--- src/rtl/idcm_pkg.sv ---
// Package: constants for the input deglitch and clock monitor block
package idcm_pkg;

   // Clock rate
   localparam int CLK_MHZ = 250;

   // Nominal filter and detection times
   localparam int INPUT_FILTER_TIME_US = 200;
   localparam int RESET_FILTER_TIME_US = 10;
   localparam int CLOCK_FILTER_TIME_NS = 2000;
   localparam int CLK_LOW_FREQ_HZ      = 100;

   // Derived cycle counts
   localparam int INPUT_FILTER_CYC = INPUT_FILTER_TIME_US * CLK_MHZ;
   localparam int RESET_FILTER_CYC = RESET_FILTER_TIME_US * CLK_MHZ;
   localparam int CLOCK_FILTER_CYC = (CLOCK_FILTER_TIME_NS * CLK_MHZ) / 1000;
   localparam int CLK_LOW_CYC      = (CLK_MHZ * 1000000) / CLK_LOW_FREQ_HZ;

   // Counter width and channel count
   localparam int CNT_W  = 32;
   localparam int NCHAN  = 4;

   // Operating modes
   typedef enum logic [1:0] {
      IDCM_MODE_SLEEP,
      IDCM_MODE_NORMAL,
      IDCM_MODE_FAIL
   } idcm_mode_type;

endpackage

--- src/rtl/idcm_top.sv ---
// Input deglitchers, clock monitor and external switch control
`timescale 1ns/1ps
module idcm_top #(
   parameter int INPUT_FILTER_CYC = idcm_pkg::INPUT_FILTER_CYC,
   parameter int RESET_FILTER_CYC = idcm_pkg::RESET_FILTER_CYC,
   parameter int CLK_LOW_CYC      = idcm_pkg::CLK_LOW_CYC
) (
   input  wire logic                       clk_in,
   input  wire logic                       nrst_in,
   input  wire logic [idcm_pkg::NCHAN-1:0] direct_channel_inputs_in,
   input  wire logic                       fail_request_in,
   input  wire logic                       active_low_reset_input_in,
   input  wire logic                       ext_clock_in,
   input  wire logic                       spi_fail_in,
   input  wire logic                       sleep_request_in,
   input  wire logic                       status_read_in,
   input  wire logic [idcm_pkg::NCHAN-1:0] channel_on_command_in,
   input  wire logic [idcm_pkg::NCHAN-1:0] pwm_channel_in,
   input  wire logic                       ch6_on_in,
   input  wire logic                       ch6_pwm_in,
   output logic      [idcm_pkg::NCHAN-1:0] filtered_direct_input_out,
   output logic                            filtered_fail_request_out,
   output logic                            filtered_reset_n_out,
   output logic                            clock_fail_out,
   output logic      [idcm_pkg::NCHAN-1:0] channel_drive_out,
   output logic                            external_switch_control_output_out,
   output logic      [1:0]                 mode_out
);

   localparam int NI = idcm_pkg::NCHAN + 3;
   localparam logic [idcm_pkg::CNT_W-1:0] IN_LIM =
      idcm_pkg::CNT_W'(INPUT_FILTER_CYC - 1);
   localparam logic [idcm_pkg::CNT_W-1:0] RST_LIM =
      idcm_pkg::CNT_W'(RESET_FILTER_CYC - 1);
   localparam logic [idcm_pkg::CNT_W-1:0] CLK_FLT_LIM =
      idcm_pkg::CNT_W'(idcm_pkg::CLOCK_FILTER_CYC - 1);
   localparam logic [idcm_pkg::CNT_W-1:0] LOW_LIM =
      idcm_pkg::CNT_W'(CLK_LOW_CYC - 1);
   localparam logic [idcm_pkg::CNT_W-1:0] CNT_ZERO = '0;

   // ----------------------------------------------------------------
   // Pin synchronisers
   // ----------------------------------------------------------------
   logic [NI-1:0] raw_pins;
   logic [NI-1:0] sync1_r;
   logic [NI-1:0] sync2_r;

   assign raw_pins = {ext_clock_in, active_low_reset_input_in,
                      fail_request_in, direct_channel_inputs_in};

   // Two flops per pin; reset pin reads as asserted until seen high
   always_ff @(posedge clk_in or negedge nrst_in) begin
      if (!nrst_in) begin
         sync1_r <= 7'h00;
         sync2_r <= 7'h00;
      end else begin
         sync1_r <= raw_pins;
         sync2_r <= sync1_r;
      end
   end

   // ----------------------------------------------------------------
   // Deglitchers, one counter per input
   // ----------------------------------------------------------------
   // One flop per generate block drives each bit, so one driver per bit
   wire logic [NI-1:0] filt_r;

   genvar gi;
   generate
      for (gi = 0; gi < NI; gi++) begin : g_dgl
         logic [idcm_pkg::CNT_W-1:0] cnt_r;
         logic [idcm_pkg::CNT_W-1:0] lim;
         logic                       differ;
         logic                       filtered_edge;
         logic                       flt_r;
         // Reset pin only filters falling edges
         assign lim = (gi == NI - 1) ? CLK_FLT_LIM :
                      (gi == NI - 2) ? RST_LIM : IN_LIM;
         assign filtered_edge = (gi != NI - 2) || flt_r;
         assign differ = sync2_r[gi] != flt_r;
         assign filt_r[gi] = flt_r;
         // Counter restarts on any bounce back: short pulses never pass, save high pulses on the reset pin
         always_ff @(posedge clk_in or negedge nrst_in) begin
            if (!nrst_in) begin
               cnt_r <= CNT_ZERO;
               flt_r <= 1'b0;
            end else if (!differ) begin
               cnt_r <= CNT_ZERO;
            end else if (!filtered_edge || cnt_r >= lim) begin
               cnt_r <= CNT_ZERO;
               flt_r <= sync2_r[gi];
            end else begin
               cnt_r <= cnt_r + 1'b1;
            end
         end
      end
   endgenerate

   assign filtered_direct_input_out =
      filt_r[idcm_pkg::NCHAN-1:0];
   assign filtered_fail_request_out = filt_r[idcm_pkg::NCHAN];
   assign filtered_reset_n_out      = filt_r[NI-2];

   // ----------------------------------------------------------------
   // Clock monitor
   // ----------------------------------------------------------------
   logic                       clk_prev_r;
   logic [idcm_pkg::CNT_W-1:0] low_cnt_r;
   logic                       clk_fault_r;
   logic                       clk_fail_latch_r;
   logic                       clk_edge;
   logic                       in_reset;

   assign clk_edge = filt_r[NI-1] && !clk_prev_r;
   assign in_reset = !filt_r[NI-2];

   // Period timer held in reset, so it runs from reset release
   always_ff @(posedge clk_in or negedge nrst_in) begin
      if (!nrst_in) begin
         clk_prev_r  <= 1'b0;
         low_cnt_r   <= CNT_ZERO;
         clk_fault_r <= 1'b0;
      end else begin
         clk_prev_r <= filt_r[NI-1];
         if (in_reset || clk_edge) begin
            low_cnt_r   <= CNT_ZERO;
            clk_fault_r <= 1'b0;
         end else if (low_cnt_r >= LOW_LIM) begin
            clk_fault_r <= 1'b1;
         end else begin
            low_cnt_r <= low_cnt_r + 1'b1;
         end
      end
   end

   // Latch clears only with fault gone and a status read; set wins
   always_ff @(posedge clk_in or negedge nrst_in) begin
      if (!nrst_in) begin
         clk_fail_latch_r <= 1'b0;
      end else if (clk_fault_r) begin
         clk_fail_latch_r <= 1'b1;
      end else if (status_read_in) begin
         clk_fail_latch_r <= 1'b0;
      end
   end

   assign clock_fail_out = clk_fail_latch_r;

   // ----------------------------------------------------------------
   // Mode and output selection
   // ----------------------------------------------------------------
   idcm_pkg::idcm_mode_type mode_r;
   idcm_pkg::idcm_mode_type mode_nxt;
   logic [idcm_pkg::NCHAN-1:0] drive_nxt;
   logic [idcm_pkg::NCHAN-1:0] drive_r;
   logic                       ext_nxt;
   logic                       ext_r;

   assign mode_nxt = (filtered_fail_request_out || spi_fail_in) ?
                        idcm_pkg::IDCM_MODE_FAIL :
                     sleep_request_in ? idcm_pkg::IDCM_MODE_SLEEP :
                        idcm_pkg::IDCM_MODE_NORMAL;

   // Fail: direct inputs; Sleep: all off; clock fault: on commands; else PWM
   assign drive_nxt =
      (mode_r == idcm_pkg::IDCM_MODE_FAIL) ? filtered_direct_input_out :
      (mode_r == idcm_pkg::IDCM_MODE_SLEEP) ? '0 :
      clk_fault_r ? channel_on_command_in :
      (channel_on_command_in & pwm_channel_in);

   // Host owns protection of the external switch, none here
   assign ext_nxt = (mode_r == idcm_pkg::IDCM_MODE_NORMAL) &&
                    ch6_on_in &&
                    (clk_fault_r || ch6_pwm_in);

   // Outputs registered so the pins never glitch on mode changes
   always_ff @(posedge clk_in or negedge nrst_in) begin
      if (!nrst_in) begin
         mode_r  <= idcm_pkg::IDCM_MODE_SLEEP;
         drive_r <= 4'h0;
         ext_r   <= 1'b0;
      end else begin
         mode_r  <= in_reset ? idcm_pkg::IDCM_MODE_SLEEP : mode_nxt;
         drive_r <= drive_nxt;
         ext_r   <= ext_nxt;
      end
   end

   assign channel_drive_out                  = drive_r;
   assign external_switch_control_output_out = ext_r;
   assign mode_out                           = mode_r;

   // ----------------------------------------------------------------
   // Checks
   // ----------------------------------------------------------------
   // External switch output against mode and channel 6 settings
   chk_ext_off_mode: assert property (
      @(posedge clk_in) disable iff (!nrst_in)
      $past(mode_r) != idcm_pkg::IDCM_MODE_NORMAL |-> !ext_r)
      else $error("external switch driven outside Normal mode");
   chk_ext_off_sleep: assert property (
      @(posedge clk_in) disable iff (!nrst_in)
      ($past(mode_r) == idcm_pkg::IDCM_MODE_SLEEP ||
       $past(mode_r) == idcm_pkg::IDCM_MODE_FAIL) |-> !ext_r)
      else $error("external switch on in Sleep or Fail mode");
   chk_ext_follows_ch6: assert property (
      @(posedge clk_in) disable iff (!nrst_in)
      $past(mode_r) == idcm_pkg::IDCM_MODE_NORMAL && $past(ch6_on_in)
      && $past(ch6_pwm_in) |-> ext_r)
      else $error("external switch ignores channel 6 settings");
   // Channel drive source per mode and clock state
   chk_fail_direct: assert property (
      @(posedge clk_in) disable iff (!nrst_in)
      $past(mode_r) == idcm_pkg::IDCM_MODE_FAIL
      |-> drive_r == $past(filtered_direct_input_out))
      else $error("fail mode outputs not from direct inputs");
   chk_lowclk_cmd: assert property (
      @(posedge clk_in) disable iff (!nrst_in)
      $past(mode_r) == idcm_pkg::IDCM_MODE_NORMAL && $past(clk_fault_r)
      |-> drive_r == $past(channel_on_command_in))
      else $error("clock fail outputs not from on commands");
   chk_pwm_valid: assert property (
      @(posedge clk_in) disable iff (!nrst_in)
      $past(mode_r) == idcm_pkg::IDCM_MODE_NORMAL && !$past(clk_fault_r)
      |-> drive_r == $past(channel_on_command_in & pwm_channel_in))
      else $error("valid clock outputs not from PWM");
   // Clock fail latch set and hold
   chk_latch_hold: assert property (
      @(posedge clk_in) disable iff (!nrst_in)
      clk_fail_latch_r && !status_read_in |=> clk_fail_latch_r)
      else $error("clock fail latch cleared without read");
   chk_latch_set: assert property (
      @(posedge clk_in) disable iff (!nrst_in)
      clk_fault_r |=> clk_fail_latch_r)
      else $error("clock fault not latched");
   // Filter edges against the synchronised pins
   chk_fail_pulse: assert property (
      @(posedge clk_in) disable iff (!nrst_in)
      $rose(filtered_fail_request_out) |-> $past(sync2_r[idcm_pkg::NCHAN]))
      else $error("fail request rose without input high");
   chk_rst_rise: assert property (
      @(posedge clk_in) disable iff (!nrst_in)
      sync2_r[NI-2] && !filt_r[NI-2] |=> filt_r[NI-2])
      else $error("reset release delayed by filter");

endmodule // idcm_top

--- config.mk ---
export PLATFORM = sky130hd
export DESIGN_NAME = idcm_top
export DESIGN_NICKNAME = d
export VERILOG_FILES = /design/src/rtl/idcm_pkg.sv /design/src/rtl/idcm_top.sv
export SDC_FILE = /design/constraint.sdc
export NUM_CORES = 1
export LEC_CHECK = 0
export ABC_AREA = 1
export BUFFER_PORTS_ARGS = -buffer_cell sky130_fd_sc_hd__buf_2
export CORE_UTILIZATION = 45
export CTS_CLUSTER_SIZE = 10
export DETAILED_ROUTE_END_ITERATION = 10
export GPL_TIMING_DRIVEN = 0
export PLACE_DENSITY_LB_ADDON = 0.08
export SYNTH_ARGS = -nofsm -noshare
export SYNTH_HDL_FRONTEND = slang
export SYNTH_SLANG_ARGS = --single-unit
--- constraint.sdc ---
create_clock -name clk_in -period 2.1 [get_ports clk_in]
set_input_delay 0.63 -clock clk_in [delete_from_list [all_inputs] [get_ports clk_in]]
set_output_delay 0.63 -clock clk_in [all_outputs]
set_load 0.02 [all_outputs]
### Word-level counts from Yosys, hierarchy flattened

Index checks and enable logic that the tools add are counted.

* $add $sub $neg: 8
* magnitude comparators: 8
* equality and inequality tests: 10
* mux-type cells: 26
* bitwise logic cells: 1
* reductions and logical operators: 19

Operators with widths (number)
* $mux 32: 16
* $add 32x1->32 const B: 8
* $ge 32x16->1 const B: 5
* $ge 32x12->1 const B: 1
* $ge 32x22->1 const B: 1
* $ge 32x9->1 const B: 1
* $reduce_and 2->1: 7
* $mux 4: 3
* $ne 1x1->1: 7
* $mux 1: 5
* $and 4x4->4: 1
* $logic_or 1x1->1: 4
* $mux 2: 2
* $reduce_bool 2->1: 2
* $logic_and 1x1->1: 3
* $eq 2x1->1 const B: 1
* $eq 2x2->1 const B: 1
* $logic_not 1->1: 2
* $logic_not 2->1: 1
* $ne 2x2->1 const B: 1

* register bits after elaboration: 287
* input port bits: 22
* output and inout bits: 14
* logic and storage cells: 95

### Longest topological paths before layout

* depth in word-level cells: 4
* depth in mapped cells: 13
* depth with buffers taken out: 12

### Worst setup path before layout

OpenSTA, ideal clock, no wires.

* path kind: reg2reg
* from: reg low_cnt_r[0] (netlist name)
* to: reg low_cnt_r[17] (netlist name)
* setup time: 117 ps
* arrival: 1545 ps
* required time: 1983 ps
* path slack: 438 ps
* stages on the path, launching flop included: 14
* buffers on the path: 1
* period minus slack after synthesis: 1662 ps
* cells stage by stage: dfrtp_1 ha_1 buf_2 inv_2 nor2_4 nand3_2 nand2_1 nand2_1 nand2_2 nand2_4 nand2_4 nand2_1 nand2_1 nand2_1

* word-level cells in the longest chain between the ends: 3
* elaborated cells on any way between the ends: 5
* classes of those cells: add/sub (1); order compare (1); eq/ne (1); mux (2)

Ends and longest elaborated chain
* start, declared: line idcm_top.sv:108 `logic [idcm_pkg::CNT_W-1:0] low_cnt_r;`
* start signal, assigned: line idcm_top.sv:131 `low_cnt_r <= low_cnt_r + 1'b1;`
* $add 32x1->32: line idcm_top.sv:131
* $mux 32: line idcm_top.sv:128 `end else if (low_cnt_r >= LOW_LIM) begin`
* $mux 32: line idcm_top.sv:125 `if (in_reset || clk_edge) begin`

Several ways; a longest one is shown, not always the timed one. The select of a mux whose other input is x is not followed.
A chain may end at the register's enable or synchronous reset.

### Worst setup path in the final report

* from: reg low_cnt_r[0] (netlist name)
* to: reg low_cnt_r[19] (netlist name)

The elaborated chain is that of the path after synthesis.

==> metrics <==
multi-input logic area 4350 um2; P_int 9.12 mW; Setup CP Type reg -> reg; overall power 11.5 mW; initial core utilization 0.460; Netlist Area Pre-Place 11600 um2; DP HPWL 13.4 mm; Tcrit/Tclk final 0.948; Via density 4.56; sequential area share after synthesis 0.618; CTS tree done; number of max-cap violations 0; slew margin rel. 0.611; worst slack, placed 0.0352 ns; post-synthesis area per instance 9.75 um2; Sequential Area 7180 um2; fillcell total 2229; final setup TNS 0 ns; Die Footprint 26500 um2; Die H 163 um; IO Port Bufs 35; clock slew at reported path FFs 0.05 ns; Setup WS post-layout 0.109 ns; final net count 1419; Fmax 502 MHz; Hold Slack 0.0640 ns; Logic pwr share 0.025; Synth Warn # 0; most frequent cell after synthesis dfrtp_1; max-slew violation count 0; post-synthesis compound-gate area fraction 0.0308; post-route ant nets 0; placed cells 1681; Critical Path AT 2.42 ns; Reg power frac 0.501; share of the synthesized area in the top cell type 0.618; fin crit period 1.99 ns; row cnt 58; CTS Buf Count 36; Seq cells post-synth 287; largest net degree at the start of global routing 117; H-tree depth 2; Synth Instances 1192; worst slew pin tran 0.584 ns; Clock Skew 0.0181 ns; CP max FO 10; Post-synth ARST share 1.00; number of synthesized flops with an enable pin 0; GPL Wtd Cong 0.868; Lkg Pwr 6.34 nW; Antenna Cells 0; CTS max path bufs 3; Fin. Hold Viols 0; top cells by count, synth 287 x dfrtp_1, 248 x nor2_1, 208 x nand2_1; via count 7885; core area 25300 um2; Top Ports 36; Startpoint Class flop; routed wire length 19.9 mm; design area 13800 um2; Synth area leader dfrtp_1; vias in the first global route 7604; total congestion overflow 0; first-pass GRT wire length 35.0 mm; CTS sink count 287; ys flop type dfrtp_1; # setup viols final 0; Synth Area in XOR/XNOR 0.0535; Hold Path Class in -> async; Pwr Density 833 nW/um2; Crit. End Element flop; 1st-iter DRT viols 445; share of layout cells above drive strength 1 0.0943; Area Overhead vs Synth 18.5%; VDD IR-drop max 0.000638 V; 1st-pass router iterations 4; Sw Pwr 2.36 mW; GRT Total Usage 0.161; Routed WL per cell 11.5 um; DRC 0; Final Non-Filler Cells 1730; RSZ-0062 raised after global routing false; Cell Area, Placed 12700 um2; simple-gate portion of the synthesized area 0.242; postcts setup bufs 0; switching share of power 0.205; initial antenna violation count 1; leading post-synthesis cells by cell area dfrtp_1 62%, nor2_1 8.0%, nand2_1 6.7%; worst-skew pair later-pin latency 0.50 ns; Post-Synth Adder-Cell Area 0.00862; main combinational cell family by area after synthesis simple AND/OR/NAND/NOR gates; clock share of power 0.474; final core utilization 0.545; die width 163 um; post-synthesis mux area share 0; status completed; root buf cell clkbuf_16; worst endpoint required time 2.53 ns; post-synth cell types 39
==> cell type report <==
cell class	instances	share of cell area
Timing Repair Buffer	37	0.0175
Tap cell	330	0.0300
Clock inverter	5	0.00445
Inverter	112	0.0305
Clock buffer	44	0.0706
Multi-Input combinational cell	895	0.316
Sequential cell	287	0.522
Buffer	20	0.00882
==> registers in the layout (all words and copies together), names as in the netlist <==
register and flops:
filtered_reset_n_out 1, low_cnt_r 32, channel_drive_out 4, g_dgl.flt_r 5, sync1_r 7, mode_out 2
g_dgl.cnt_r 224, sync2_r 7, external_switch_control_output_out 1, clk_prev_r 1, filtered_fail_request_out 1, clk_fault_r 1
clock_fail_out 1
==> critical path, cell delays in order, from the launching register on <==
cell and delay [ns]:
dfrtp_2 0.42, ha_1 0.15, buf_2 0.19, inv_2 0.07, nor2_4 0.19, nand3_2 0.08, nand2_1 0.09, nand2_1 0.07
nand2_2 0.08, nand2_4 0.10, nand2_4 0.14, buf_6 0.16, nand3_1 0.08, nand2_1 0.09
==> cells by family (layout without fill, tap and decap cells) <==
| logic type | count (synthesis) | in the layout |
|---|---|---|
| buffers and inverters | 132 | 218 |
| and+or+nand+nor | 635 | 635 |
| AOI/OAI and AO/OA | 58 | 58 |
| other | 1 | 123 |
| xor gates and xnor gates | 71 | 71 |
| DFF | 287 | 287 |
| adders and majority gates | 8 | 8 |
==> layout by cell type (no fill, tap or decap), types with 2 or more instances in the layout <==
cell type,n
nor3b_2,2
nor3_1,14
o31ai_1,6
nor2_1,248
a31o_2,5
buf_16,2
inv_1,111
xor2_1,54
nor3_2,5
o211ai_1,5
clkbuf_1,9
ha_1,8
buf_2,44
nand2_4,2
nand2_1,207
clkbuf_16,37
nor4_1,9
nand2_2,3
nor2_2,2
xnor2_1,17
or2_2,2
buf_4,4
nand3_1,78
dfrtp_1,286
conb_1,123
o21ai_0,31
inv_6,3
buf_8,2
clkbuf_8,2
nand3_2,11
o21bai_1,6
nand4_1,48
==> metal layers <==
metal,routed length [um],track usage
met2,8900,0.250
met5,10,0
met4,450,0.0569
met1,9700,0.224
met3,829,0.0321
==> worst paths after layout <==
kind / startpoint / to / slack (ns) / cells past startpoint
worst max-delay path: low_cnt_r[0] / low_cnt_r[19] / 0.11 / 13
worst min-delay path: nrst_in / g_dgl[3].cnt_r[6] / 0.06 / 1
worst max register to register: low_cnt_r[0] / low_cnt_r[19] / 0.11 / 13
worst min register to register: sync1_r[6] / sync2_r[6] / 0.34 / 0
max in group asynchronous: nrst_in / low_cnt_r[0] / 1.08 / 2
min in group clk_in: fail_request_in / sync1_r[4] / 0.23 / 1
==> power groups by stage <==
stage / Sequential [mW] / Combinational [mW] / Clock, mW
2_1_floorplan: 5.84 / 0.103 / 0
3_3_place_gp: 5.84 / 0.280 / 0
3_5_place_dp: 5.84 / 0.297 / 0
4_1_cts: 5.75 / 0.299 / 5.64
5_1_grt: 5.76 / 0.345 / 5.87
6_report: 5.75 / 0.288 / 5.44
==> timing repair <==
item | 4_1_cts | 5_1_grt
resized for setup | 0 | 2
hold buffers | 0 | 0
endpoints found under the setup margin | 0 | 20
hold endpoints to repair | 0 | 0
No activity file was read; power rests on OpenSTA's default activity.
